## src/core/conv_ctrl_pkg.sv

```systemverilog
// constants, field layout and state codes of the converter control block
// assumes one system clock at SYS_CLK_HZ and an apb master with 32-bit data
// Notes on behaviour
// [RL1] software turns both reference bits on before the core bit and allows 5 ms for the reference to settle.
// [RL2] software turns the core power bit on before it starts any conversion.
// [RL3] after the core bit goes on, software waits at least 20 us (typically 50 us, up to 1 ms) before converting.
// [RL4] all three power bits may be written at once, and then the first conversion waits the full reference settling time.
// [RL5] sixteen channels are selectable by software, taken one at a time or as a pair.
// [RL6] results are 12 bits wide and come out of a four-stage conversion pipeline.
// [RL7] the mode select bit picks sequential sampling at 0 and paired sampling at 1.
// [RL8] a conversion starts on a pwm event, a software start or the external start pin.
// [RL9] in sequential mode each sample/hold pulse converts the selected channel, optionally running on continuously.
// [RL10] the interrupt flag is raised a few system clocks after the result register updates, never before.
// [RL11] the selected channel is sampled at each falling edge of the sample/hold pulse.
// [RL12] the sample/hold pulse lasts one plus the 4-bit acquisition field converter clocks, 1 to 16.
// [RL13] sampling begins 2.5 converter clock periods after the trigger.
// [RL14] the first result lands in the result register 4 converter clocks after its sample/hold pulse ends.
// [RL15] later results follow two plus the acquisition field converter clocks after the one before.
// [RL16] after reset the reference and core power bits are cleared, so the converter starts powered down.
package conv_ctrl_pkg;
  localparam int SYS_CLK_HZ = 40_000_000;
  localparam int CONV_CLK_HZ = 20_000_000;
  localparam int CONV_DIV = SYS_CLK_HZ / CONV_CLK_HZ;
  // trigger delay is counted in half converter periods
  localparam int TRIG_DELAY_HALF = 5;
  localparam int TRIG_DELAY_CYC = TRIG_DELAY_HALF * CONV_DIV / 2;
  localparam int RESULT_LAT_CLK = 4;
  localparam int RESULT_LAT_CYC = RESULT_LAT_CLK * CONV_DIV;
  localparam int SEQ_GAP_CLK = 1;
  localparam int SEQ_GAP_CYC = SEQ_GAP_CLK * CONV_DIV;
  localparam int PIPE_STAGES = 4;
  localparam int INT_LAG_CYC = 2;
  localparam int BGR_SETTLE_MS = 5;
  localparam int BGR_SETTLE_CYC = (BGR_SETTLE_MS * SYS_CLK_HZ + 999) / 1000;
  localparam int PWD_SETTLE_US = 20;
  localparam int PWD_SETTLE_CYC =
    (PWD_SETTLE_US * SYS_CLK_HZ + 999_999) / 1_000_000;
  localparam int RESULT_W = 12;
  localparam int CHAN_W = 4;
  localparam int ACQ_W = 4;
  localparam int CNT_W = 6;
  localparam int EVT_W = 3;
  localparam int APB_ADDR_W = 8;
  localparam logic [7:0] OFS_CTRL_ONE = 8'h00;
  localparam logic [7:0] OFS_CTRL_TWO = 8'h04;
  localparam logic [7:0] OFS_CTRL_THREE = 8'h08;
  localparam logic [7:0] OFS_RESULT = 8'h0C;
  localparam logic [7:0] OFS_STATUS = 8'h10;
  localparam logic [7:0] OFS_INT_EN = 8'h14;
  localparam logic [7:0] OFS_INT_CLR = 8'h18;
  localparam logic [7:0] OFS_LIVE = 8'h1C;
  localparam logic [7:0] OFS_COUNT = 8'h20;
  localparam int ACQ_LSB = 8;
  localparam int CONT_BIT = 4;
  localparam int PWM_EN_BIT = 0;
  localparam int EXT_EN_BIT = 1;
  localparam int SW_START_BIT = 2;
  localparam int CHAN_LSB = 8;
  localparam int BG_HI_BIT = 7;
  localparam int BG_LO_BIT = 6;
  localparam int CORE_BIT = 5;
  localparam int SIMULTANEOUS_MODE_SELECT_BIT = 0;
  localparam int RES_A_LSB = 0;
  localparam int RES_B_LSB = 16;
  localparam int RES_DUAL_BIT = 31;
  localparam int RES_CHAN_LSB = 12;
  localparam int EVT_DONE = 0;
  localparam int EVT_LOST = 1;
  localparam int EVT_READY = 2;
  localparam int LIVE_BUSY_BIT = 0;
  localparam int LIVE_READY_BIT = 1;
  localparam int LIVE_BGR_OK_BIT = 2;
  localparam int LIVE_SH_BIT = 3;
  localparam logic [ACQ_W-1:0] ACQ_RST = 4'h0;
  localparam logic [CHAN_W-1:0] CHAN_RST = 4'h0;
  localparam logic [1:0] BG_RST = 2'h0;
  localparam logic [EVT_W-1:0] EVT_RST = 3'h0;
  localparam logic [31:0] WORD_ZERO = 32'h0000_0000;
  typedef enum logic [1:0] {
    S_IDLE,
    S_DELAY,
    S_SAMPLE,
    S_GAP
  } seq_state_t;
endpackage : conv_ctrl_pkg

```

## src/core/conv_ctrl.sv

```systemverilog
// converter power-up, trigger and sequential sampling control on apb
// assumes sample codes arrive from the analog front end on pclk
`timescale 1ns/1ps
module conv_ctrl
  import conv_ctrl_pkg::*;
#(
  parameter int BGR_CYC = BGR_SETTLE_CYC
) (
  input wire logic pclk,
  input wire logic presetn,
  input wire logic psel,
  input wire logic penable,
  input wire logic pwrite,
  input wire logic [APB_ADDR_W-1:0] paddr,
  input wire logic [31:0] pwdata,
  output logic [31:0] prdata,
  output logic pready,
  output logic pslverr,
  input wire logic pwm_trigger,
  input wire logic external_conversion_start,
  input wire logic [RESULT_W-1:0] sample_code_a,
  input wire logic [RESULT_W-1:0] sample_code_b,
  output logic [CHAN_W-1:0] channel_sel,
  output logic sample_hold,
  output logic [1:0] bandgap_reference_power_bits,
  output logic core_power_bit,
  output logic converter_irq
);
  localparam int BGW = $clog2(BGR_CYC + 1);
  localparam int PWW = $clog2(PWD_SETTLE_CYC + 1);
  localparam int PIPE_W = 2 * RESULT_W + CHAN_W + 1;
  // capture edge counts as the first stage of the result latency
  localparam int PIPE_DEPTH = RESULT_LAT_CYC;
  localparam logic [BGW-1:0] BGR_LAST = BGW'(BGR_CYC);
  localparam logic [PWW-1:0] PWD_LAST = PWW'(PWD_SETTLE_CYC);
  localparam logic [CNT_W-1:0] DELAY_LOAD = CNT_W'(TRIG_DELAY_CYC - 1);
  localparam logic [CNT_W-1:0] GAP_LOAD = CNT_W'(SEQ_GAP_CYC - 1);

  typedef struct packed {
    seq_state_t st;
    logic [CNT_W-1:0] cnt;
    logic sh;
    logic [ACQ_W-1:0] acq;
    logic cont;
    logic pwm_en;
    logic ext_en;
    logic sw_start;
    logic [CHAN_W-1:0] chan;
    logic [1:0] bg;
    logic core;
    logic simultaneous_mode_select;
    logic [RESULT_W-1:0] res_a;
    logic [RESULT_W-1:0] res_b;
    logic [CHAN_W-1:0] res_chan;
    logic res_dual;
    logic [15:0] res_count;
    logic [EVT_W-1:0] stat;
    logic [EVT_W-1:0] int_en;
    logic [BGW-1:0] bg_cnt;
    logic [PWW-1:0] pwd_cnt;
    logic ready_prev;
    logic [1:0] ext_sync;
    logic ext_prev;
    logic [INT_LAG_CYC-1:0] lag;
    logic [31:0] rdata;
    logic irq;
  } ctrl_t;

  ctrl_t r;
  ctrl_t next_r;

  logic bg_on;
  logic bg_ok;
  logic pwd_ok;
  logic ready;
  logic ext_edge;
  logic trig;
  logic accept;
  logic capture;
  logic wr;
  logic rd_setup;
  logic hit;
  logic [EVT_W-1:0] evt;
  logic [CNT_W-1:0] sh_load;
  logic [PIPE_W-1:0] pipe_in;
  logic pipe_valid;
  logic [PIPE_W-1:0] pipe_out;
  logic [RESULT_W-1:0] pick_a;
  logic [31:0] rd;

  // power sequencing status
  assign bg_on = &r.bg;
  assign bg_ok = bg_on && (r.bg_cnt == BGR_LAST); // RL1
  assign pwd_ok = r.core && (r.pwd_cnt == PWD_LAST); // RL3
  assign ready = bg_ok && pwd_ok; // RL2 RL4

  // only the second sync stage feeds the edge detector
  assign ext_edge = r.ext_sync[1] && !r.ext_prev;
  assign trig = (pwm_trigger && r.pwm_en) // RL8
    || (ext_edge && r.ext_en)
    || r.sw_start;
  assign accept = trig && ready && (r.st == S_IDLE);

  // sample/hold width is (1 + acq) converter clocks
  assign sh_load = CNT_W'((32'(r.acq) + 1) * CONV_DIV - 1); // RL12
  // last high cycle: the front end still holds the sampled code
  assign capture = (r.st == S_SAMPLE) && (r.cnt == '0); // RL11

  // sequential: one channel, bank picked by the top channel bit
  assign pick_a = (!r.simultaneous_mode_select && r.chan[CHAN_W-1]) ? sample_code_b
    : sample_code_a; // RL9
  assign pipe_in = {r.simultaneous_mode_select, r.chan, sample_code_b, pick_a}; // RL7

  assign wr = psel && penable && pwrite;
  assign rd_setup = psel && !penable && !pwrite;

  always_comb begin
    unique case (paddr)
      OFS_CTRL_ONE, OFS_CTRL_TWO, OFS_CTRL_THREE, OFS_RESULT,
      OFS_STATUS, OFS_INT_EN, OFS_INT_CLR, OFS_LIVE, OFS_COUNT: begin
        hit = 1'b1;
      end
      default: begin
        hit = 1'b0;
      end
    endcase
  end

  // read word assembled at the setup phase, held through access
  always_comb begin
    rd = WORD_ZERO;
    unique case (paddr)
      OFS_CTRL_ONE: begin
        rd[ACQ_LSB +: ACQ_W] = r.acq;
        rd[CONT_BIT] = r.cont;
      end
      OFS_CTRL_TWO: begin
        rd[PWM_EN_BIT] = r.pwm_en;
        rd[EXT_EN_BIT] = r.ext_en;
        rd[CHAN_LSB +: CHAN_W] = r.chan;
      end
      OFS_CTRL_THREE: begin
        rd[BG_HI_BIT] = r.bg[1];
        rd[BG_LO_BIT] = r.bg[0];
        rd[CORE_BIT] = r.core;
        rd[SIMULTANEOUS_MODE_SELECT_BIT] = r.simultaneous_mode_select;
      end
      OFS_RESULT: begin
        rd[RES_A_LSB +: RESULT_W] = r.res_a;
        rd[RES_CHAN_LSB +: CHAN_W] = r.res_chan;
        rd[RES_B_LSB +: RESULT_W] = r.res_b;
        rd[RES_DUAL_BIT] = r.res_dual;
      end
      OFS_STATUS: begin
        rd[EVT_W-1:0] = r.stat;
      end
      OFS_INT_EN: begin
        rd[EVT_W-1:0] = r.int_en;
      end
      OFS_LIVE: begin
        rd[LIVE_BUSY_BIT] = r.st != S_IDLE;
        rd[LIVE_READY_BIT] = ready;
        rd[LIVE_BGR_OK_BIT] = bg_ok;
        rd[LIVE_SH_BIT] = r.sh;
      end
      OFS_COUNT: begin
        rd[15:0] = r.res_count;
      end
      default: begin
        rd = WORD_ZERO;
      end
    endcase
  end

  always_comb begin
    next_r = r;
    evt = '0;

    // external start pin: two flops before any use
    next_r.ext_sync = {r.ext_sync[0], external_conversion_start};
    next_r.ext_prev = r.ext_sync[1];
    next_r.sw_start = 1'b0;

    // reference settling timer restarts whenever a reference bit drops
    if (!bg_on) begin
      next_r.bg_cnt = '0;
    end else if (!bg_ok) begin
      next_r.bg_cnt = r.bg_cnt + 1'b1; // RL1 RL4
    end
    // core settling only counts once the core bit is on
    if (!r.core) begin
      next_r.pwd_cnt = '0;
    end else if (!pwd_ok) begin
      next_r.pwd_cnt = r.pwd_cnt + 1'b1; // RL3
    end
    next_r.ready_prev = ready;
    evt[EVT_READY] = ready && !r.ready_prev;

    // sampling sequencer
    unique case (r.st)
      S_IDLE: begin
        if (accept) begin
          next_r.st = S_DELAY; // RL13
          next_r.cnt = DELAY_LOAD;
        end
      end
      S_DELAY: begin
        if (r.cnt == '0) begin
          next_r.st = S_SAMPLE;
          next_r.cnt = sh_load;
        end else begin
          next_r.cnt = r.cnt - 1'b1;
        end
      end
      S_SAMPLE: begin
        if (r.cnt != '0) begin
          next_r.cnt = r.cnt - 1'b1;
        end else if (r.cont && ready) begin
          // one converter clock gap keeps results (2 + acq) apart
          next_r.st = S_GAP; // RL15
          next_r.cnt = GAP_LOAD;
        end else begin
          next_r.st = S_IDLE;
        end
      end
      S_GAP: begin
        if (r.cnt == '0) begin
          next_r.st = S_SAMPLE; // RL9
          next_r.cnt = sh_load;
        end else begin
          next_r.cnt = r.cnt - 1'b1;
        end
      end
    endcase
    next_r.sh = next_r.st == S_SAMPLE;

    // triggers while busy or unpowered are dropped and flagged
    evt[EVT_LOST] = trig && !accept;

    // result register loads 4 converter clocks after the pulse ends
    if (pipe_valid) begin
      next_r.res_a = pipe_out[RESULT_W-1:0]; // RL14 RL6
      next_r.res_b = pipe_out[2*RESULT_W-1:RESULT_W];
      next_r.res_chan = pipe_out[2*RESULT_W +: CHAN_W];
      next_r.res_dual = pipe_out[PIPE_W-1];
      next_r.res_count = r.res_count + 1'b1;
    end
    // the flag trails the result update by a few system clocks
    next_r.lag = {r.lag[INT_LAG_CYC-2:0], pipe_valid};
    evt[EVT_DONE] = r.lag[INT_LAG_CYC-1]; // RL10

    // register writes take effect in the access phase
    if (wr) begin
      unique case (paddr)
        OFS_CTRL_ONE: begin
          next_r.acq = pwdata[ACQ_LSB +: ACQ_W]; // RL12
          next_r.cont = pwdata[CONT_BIT];
        end
        OFS_CTRL_TWO: begin
          next_r.pwm_en = pwdata[PWM_EN_BIT];
          next_r.ext_en = pwdata[EXT_EN_BIT];
          next_r.sw_start = pwdata[SW_START_BIT]; // RL8
          next_r.chan = pwdata[CHAN_LSB +: CHAN_W]; // RL5
        end
        OFS_CTRL_THREE: begin
          next_r.bg = {pwdata[BG_HI_BIT], pwdata[BG_LO_BIT]}; // RL4
          next_r.core = pwdata[CORE_BIT]; // RL2
          next_r.simultaneous_mode_select = pwdata[SIMULTANEOUS_MODE_SELECT_BIT]; // RL7
        end
        OFS_INT_EN: begin
          next_r.int_en = pwdata[EVT_W-1:0];
        end
        OFS_INT_CLR: begin
          next_r.stat = r.stat & ~pwdata[EVT_W-1:0];
        end
        OFS_RESULT, OFS_STATUS, OFS_LIVE, OFS_COUNT: begin
          // read-only words, writes dropped without an error
        end
        default: begin
          next_r.rdata = r.rdata;
        end
      endcase
    end
    // a new event beats a clear in the same cycle
    next_r.stat = next_r.stat | evt;
    // irq from next state, so it lines up with the status bit
    next_r.irq = |(next_r.stat & next_r.int_en);

    if (rd_setup) begin
      next_r.rdata = rd;
    end
  end

  // asynchronous reset leaves every power bit off
  always_ff @(posedge pclk or negedge presetn) begin
    if (!presetn) begin
      r <= '{
        st: S_IDLE,
        acq: ACQ_RST,
        chan: CHAN_RST,
        bg: BG_RST, // RL16
        stat: EVT_RST,
        int_en: EVT_RST,
        rdata: WORD_ZERO,
        default: '0
      };
    end else begin
      r <= next_r;
    end
  end

  // result register loads DEPTH edges after the capture edge
  conv_pipe #(
    .W(PIPE_W),
    .DEPTH(PIPE_DEPTH)
  ) u_pipe (
    .pclk(pclk),
    .presetn(presetn),
    .in_valid(capture), // RL11
    .in_data(pipe_in),
    .out_valid(pipe_valid),
    .out_data(pipe_out)
  );

  // zero wait states; only unmapped addresses report an error
  assign pready = 1'b1;
  assign pslverr = psel && penable && !hit;
  assign prdata = r.rdata;
  assign channel_sel = r.chan;
  assign sample_hold = r.sh;
  assign bandgap_reference_power_bits = r.bg;
  assign core_power_bit = r.core;
  assign converter_irq = r.irq;
endmodule : conv_ctrl

```

## src/core/conv_pipe.sv

```systemverilog
// delay line standing for the multi-stage conversion core
// assumes in_valid is a one-cycle pulse on the same clock
`timescale 1ns/1ps
module conv_pipe #(
  parameter int W = 25,
  parameter int DEPTH = 7
) (
  input wire logic pclk,
  input wire logic presetn,
  input wire logic in_valid,
  input wire logic [W-1:0] in_data,
  output logic out_valid,
  output logic [W-1:0] out_data
);
  typedef struct packed {
    logic [DEPTH-1:0] v;
    logic [DEPTH-1:0][W-1:0] d;
  } pipe_t;

  pipe_t r;
  pipe_t next_r;

  always_comb begin
    next_r = r;
    next_r.v[0] = in_valid;
    next_r.d[0] = in_data;
    for (int i = 1; i < DEPTH; i++) begin
      next_r.v[i] = r.v[i-1];
      next_r.d[i] = r.d[i-1];
    end
  end

  always_ff @(posedge pclk or negedge presetn) begin
    if (!presetn) begin
      r <= '0;
    end else begin
      r <= next_r;
    end
  end

  assign out_valid = r.v[DEPTH-1];
  assign out_data = r.d[DEPTH-1];
endmodule : conv_pipe

```

## config.mk

```make
export PLATFORM = sky130hd
export DESIGN_NAME = conv_ctrl
export DESIGN_NICKNAME = d
export VERILOG_FILES = /design/src/core/conv_ctrl_pkg.sv /design/src/core/conv_ctrl.sv /design/src/core/conv_pipe.sv
export SDC_FILE = /design/constraint.sdc
export NUM_CORES = 1
export LEC_CHECK = 0
export BUFFER_PORTS_ARGS = -buffer_cell sky130_fd_sc_hd__buf_2
export CORE_AREA = 2 2 165 167
export DETAILED_ROUTE_END_ITERATION = 10
export DIE_AREA = 0 0 167 169
export GPL_ROUTABILITY_DRIVEN = 0
export PLACE_DENSITY = 0.65
export SLEW_MARGIN = 5
export SYNTH_ARGS = -nofsm -noshare
export SYNTH_HDL_FRONTEND = slang
export SYNTH_SLANG_ARGS = --single-unit
```

## constraint.sdc

```tcl
create_clock -name pclk -period 7.3 [get_ports pclk]
set_input_delay 1.095 -clock pclk [delete_from_list [all_inputs] [get_ports pclk]]
set_output_delay 1.095 -clock pclk [all_outputs]
set_load 0.02 [all_outputs]
```

==> results of run 1 <==
==> state kept, by name, summed over array words and instances (netlist names), 2 cells and up <==
name	cells
u_pipe.next_r	210
r	97
prdata	29
u_pipe.out_data	29
channel_sel	4
next_r	3
bandgap_reference_power_bits	2
==> cells by family after synthesis <==
logic type / Yosys count
AO/OA/AOI/OAI: 87
buffers and inverters: 78
AND/OR/NAND/NOR: 255
XOR/XNOR: 36
flip-flops: 380
other: 2
multiplexers: 61
adder cells (fa/ha/maj): 7
==> layout by cell type (no fill, tap or decap), drive strengths merged, types with 8 or more instances in the layout <==
cell type / count
xor2: 14
and2: 12
clkinv: 10
nand2: 80
clkbuf: 47
a21oi: 13
or3: 10
inv: 17
xnor2: 22
nor3: 15
dfrtp: 380
nand3: 34
nor2: 45
o21ai: 20
a222oi: 9
nand4: 14
mux2: 60
buf: 95
a22o: 8
==> cell type report <==
cell class,count,share of cell area [%]
inverter,16,0.405
clock inverter,18,1.98
timing repair buffer,95,3.39
multi-input combinational,450,20.4
sequential,380,64.0
tap,341,2.87
clock buffer,47,6.89
==> per-stage QoR <==
stage / setup slack [ps] / instances / total power [mW]
2_1_floorplan: 3820 / 908 / 2.36
6_report: 3690 / 1347 / 4.40
3_3_place_gp: 3690 / 1282 / 2.44
3_5_place_dp: 3620 / 1282 / 2.44
5_1_grt: 3660 / 1347 / 4.58
4_1_cts: 3690 / 1347 / 4.47
==> critical path: stages <==
cell      delay (ps)
buf_2            160
or4b_2           740
o21a_1           140
o2111a_1         220
buf_2            150
==> power by group through the flow <==
stage / combinational, mW / clock (mW) / sequential, mW
after CTS: 0.169 / 2.06 / 2.24
after global placement: 0.165 / 0 / 2.27
after global routing: 0.188 / 2.14 / 2.25
after floorplan: 0.0981 / 0 / 2.26
after detailed placement: 0.168 / 0 / 2.28
final: 0.165 / 2.00 / 2.24
==> final timing paths <==
path / cells past startpoint / startpoint / end / slack [ps]
max in group asynchronous: 2 / presetn / u_pipe.next_r[107] / 5060
min reg2reg: 0 / u_pipe.next_r[155] / u_pipe.next_r[184] / 330
min in group asynchronous: 1 / presetn / prdata[18] / 620
min: 0 / u_pipe.next_r[155] / u_pipe.next_r[184] / 330
max: 5 / paddr[2] / pslverr / 3690
max reg2reg: 5 / r[51] / converter_irq / 4400
==> metal layers <==
metal,GRT usage (%),vias to the layer above,share of wire [%]
met4,5.32,0,2.2
met3,3.06,36,5.1
met5,0,-,0
met1,23.7,3576,45
li1,-,3238,-
met2,27.0,172,48
==> results.md, run 1 <==
- Antenna violations before repair: 0
- Initial Util: 48.9%
- Final routed DRC violation total: 0
- Top-count cell post-synth: dfrtp_1
- FF+latch count, synth: 380
- Clk slew on worst S/H paths: 70 ps
- Core area: 26500 um^2
- Ys flop type: dfrtp_1
- Simple-Gate Fraction of Synth Area: 10.0%
- Largest net degree at the start of global routing: 120
- Synth-to-layout area growth: 14.5%
- Min Tclk post-route: 3610 ps
- Post-Synth Adder-Cell Area: 0.675%
- First-pass GRT wire length: 37900 um
- Post-CTS sizing: 0
- Flop pwr share: 50.8%
- Dpl cell area: 13500 um^2
- Complex-gate fraction of the synthesized area: 4.82%
- Syn Area/Cell: 14.3 um^2
- Data arrival time of the worst path: 2510 ps
- Leak pwr: 6.88 nW
- Final Core Density: 56.0%
- Inserted Diodes: 0
- Mux cell area share after synthesis: 5.29%
- Final HPWL from detailed placement: 14400 um
- Main combinational cell family by area after synthesis: simple AND/OR/NAND/NOR gates
- Die height: 169 um
- Fmax: 277 MHz
- Pint: 3.47 mW
- Top-area cell type share of the netlist area: 73.3%
- Vias: 7022
- PwrDens: 297 nW/um^2
- Sw frac: 21.1%
- Fin Clk Skew: 21.6 ps
- Total clock sinks: 380
- Cell count after synthesis: 906
- Vias in the first global route: 7168
- Synth cell count leaders: 380 x dfrtp_1, 80 x nand2_1, 60 x mux2_2, 45 x nor2_1, 39 x buf_4
- Die width: 167 um
- Max-cap check violation count: 0
- Ys Warns: 0
- Final setup viols: 0
- Yosys cell types: 56
- Tcrit/Tclk final: 49.4%
- FF/Latch Area: 9510 um^2
- XOR/XNOR Fraction of Synth Area: 2.43%
- Ratio of cells with drive above 1 in the final layout: 22.3%
- Area occupied by multi-input gates: 3030 um^2
- Crit Path Class: input pin to output port
- Clock buffer count from CTS: 37
- Final-report hold violation count: 0
- Relative slew slack: 31.9%
- Top post-synthesis cells by area: dfrtp_1 73%, mux2_2 5.2%, nand2_1 2.3%
- CTS H-tree lvls: 2
- Post-CTS Hold Fix Bufs: 0
- Grt total ovfl: 0
- Filler cell count: 2129
- Combinational share of power: 3.7%
- Clock group share of total power: 45.4%
- Max Slew Vio Count: 0
- Sum Neg Setup Slack: 0 ps
- DRT Pass-1 Iters: 6
- Total GRT Usage: 16.8%
- Synthesized area: 13000 um^2
- Worst min path class: flip-flop to flip-flop
- Status: finished, final reports clean
- Final Cell Area: 14800 um^2
- I/O pins: 114
- RSZ-0062 raised after global routing: no
- Switching power: 0.930 mW
- Post-CTS setup buffers: 0
- Area leader, netlist: dfrtp_1
- Critical Path Start Type: input pin
- Longest Clk Path Bufs: 3
- Worst skew pair latency: 540 ps
- Sequential share of the synthesized area: 73.3%
- Number of enable flip-flop cells after synthesis: 0
- Measured slew at the worst slew-check pin: 1020 ps
- Wirelength, routed: 22800 um
- Req. time, crit path: 6200 ps
- Vias per cell: 5.21
- Synth async-reset ratio: 100%
- Initial DRC count: 607
- Routed WL per cell: 16.9 um
- Die area: 28200 um^2
- Antenna Nets Post-Route: 0
- Critical path peak fanout: 10
- CTS tree: done
- Root Buffer Master: clkbuf_16
- Crit end category: output port
- Nets@finish: 1058
- # rows: 60
- Tightest hold margin: 334 ps
- PortBufs: 88
- Max IR drop VDD: 0.207 mV
Note: power is estimated with default switching activity, not from simulation.
==> run 2, diff against run 1 <==
Settings changed: PLACE_DENSITY 0.65 to 0.67.
Clock period 7.3 ns to 3.2 ns, I/O delays scaled along.
==> run 2 against run 1 <==
  * Count of clock-buffer cells in the layout is 7 higher
  * Die area stayed put
  * Flip-flop and latch count stayed put
  * Power is 140% higher
  * Register-to-register slack worse by 4000 ps
==> results.md, run 2 (synthesis results as in run 1) <==
- Total clock sinks: 380
- RSZ-0062 raised after global routing: no
- Ratio of cells with drive above 1 in the final layout: 23.4%
- Crit path launch: r[51]
- Final Cell Area: 15200 um^2
- Largest net degree at the start of global routing: 77
- Die width: 167 um
- Data arrival time of the worst path: 3250 ps
- Clock group share of total power: 48.0%
- Max-cap check violation count: 0
- Nets@finish: 1070
- Req. time, crit path: 3620 ps
- Leak pwr: 7.03 nW
- Reg-to-Reg Start: r[51]
- Critical Path Start Type: flip-flop
- I/O pins: 114
- Tightest hold margin: 46.5 ps
- Tcrit/Tclk final: 88.4%
- Synth-to-layout area growth: 16.9%
- PortBufs: 88
- Crit end category: flip-flop
- Longest Clk Path Bufs: 3
- Sum Neg Setup Slack: 0 ps
- Critical path peak fanout: 8
- Clk slew on worst S/H paths: 60 ps
- CTS tree: done
- Most common cell after layout, fill and taps aside: dfrtp_1
- Routed WL per cell: 17.1 um
- Switching power: 2.24 mW
- Max IR drop VDD: 0.494 mV
- Status: finished, final reports clean
- Fmax: 354 MHz
- Pint: 8.33 mW
- Worst R2R Path Depth: 5
- First-pass GRT wire length: 38500 um
- Final-report hold violation count: 0
- Dpl cells: 1291
- Vias in the first global route: 7344
- Final setup viols: 0
- # rows: 60
- Flop-to-flop setup slack: 370 ps
- Combinational share of power: 3.7%
- Vias per cell: 5.15
- Final HPWL from detailed placement: 14800 um
- Die area: 28200 um^2
- Clock buffer count from CTS: 39
- Antenna violations before repair: 1
- Dpl cell area: 13600 um^2
- Max FFs per register: 210
- CTS H-tree lvls: 2
- Most frequent cells in the layout: 380 x dfrtp_1, 87 x buf_2, 80 x nand2_1
- DRT Pass-1 Iters: 6
- Root Buffer Master: clkbuf_16
- Die height: 169 um
- Final routed DRC violation total: 0
- Fin Clk Skew: 17.8 ps
- Reg-to-Reg End: converter_irq
- Crit Path Class: flip-flop to flip-flop
- Wirelength, routed: 23300 um
- Final Non-Filler Cells: 1365
- Total GRT Usage: 17.2%
- Core area: 26500 um^2
- Flop pwr share: 48.4%
- Min Tclk post-route: 2830 ps
- Vias: 7035
- Crit path capture: converter_irq
- Max Slew Vio Count: 0
- Worst min path class: input pin to flip-flop
- Sw frac: 21.2%
- Relative slew slack: 47.3%
- Measured slew at the worst slew-check pin: 783 ps
- PwrDens: 697 nW/um^2
- Grt total ovfl: 0
- Initial Util: 48.9%
- Worst skew pair latency: 540 ps
- Initial DRC count: 687
- Antenna Nets Post-Route: 0
## run 2: layout make-up
| cell class | instances | area (um^2) |
|---|---|---|
| antenna | 1 | 2.50 |
| inverter | 16 | 60.1 |
| fill | 2067 | 11300 |
| tap | 341 | 427 |
| timing repair buffer | 105 | 631 |
| clock inverter | 18 | 372 |
| clock buffer | 54 | 1130 |
| multi-input combinational | 450 | 3030 |
| sequential | 380 | 9510 |
## run 2: timing repair
action / CTS / global route
resized for setup: 0 / 0
hold endpoints to repair: 70 / 0
hold buffers: 1 / 0
setup buffers: 0 / 0
## run 2: power groups by stage
stage / Clock (mW) / Sequential, mW / Combinational, mW
3_3_place_gp: 0 / 5.18 / 0.384
6_report: 5.07 / 5.11 / 0.388
5_1_grt: 5.38 / 5.13 / 0.442
2_1_floorplan: 0 / 5.15 / 0.224
4_1_cts: 5.20 / 5.11 / 0.400
3_5_place_dp: 0 / 5.19 / 0.395
## run 2: layer usage
metal | track usage [%] | routed length (um) | up-vias
met5 | 0 | 9 | -
met4 | 6.18 | 636 | 2
met3 | 3.55 | 1140 | 59
met2 | 27.7 | 11300 | 165
met1 | 23.4 | 10200 | 3558
li1 | - | - | 3251
## run 2: critical path: stages, from the launching register on
cell and delay, ps:
dfrtp_1 440, or4_1 540, or4_4 540, or4_1 580, a22o_1 260, a221o_1 340
## run 2: how the worst min path moves through the flow
stage	from	end	slack, ps	cells past startpoint
2_1_floorplan	presetn	bandgap_reference_power_bits[0]	180	0
3_3_place_gp	u_pipe.next_r[194]	u_pipe.next_r[223]	330	0
3_5_place_dp	next_r[34]	evt[0]	330	0
4_1_cts	sample_code_b[9]	u_pipe.next_r[50]	20	1
5_1_grt	external_conversion_start	next_r[37]	30	1
6_report	sample_code_b[9]	u_pipe.next_r[50]	50	1
## run 2: through the flow
stage / worst slack, ps / util (%) / total power, mW
after floorplan: 563 / - / 5.38
after global placement: 422 / 51.5 / 5.57
after detailed placement: 384 / 51.5 / 5.59
after CTS: 381 / 57.2 / 10.7
after global routing: 300 / 57.2 / 10.9
final: 373 / 57.2 / 10.6
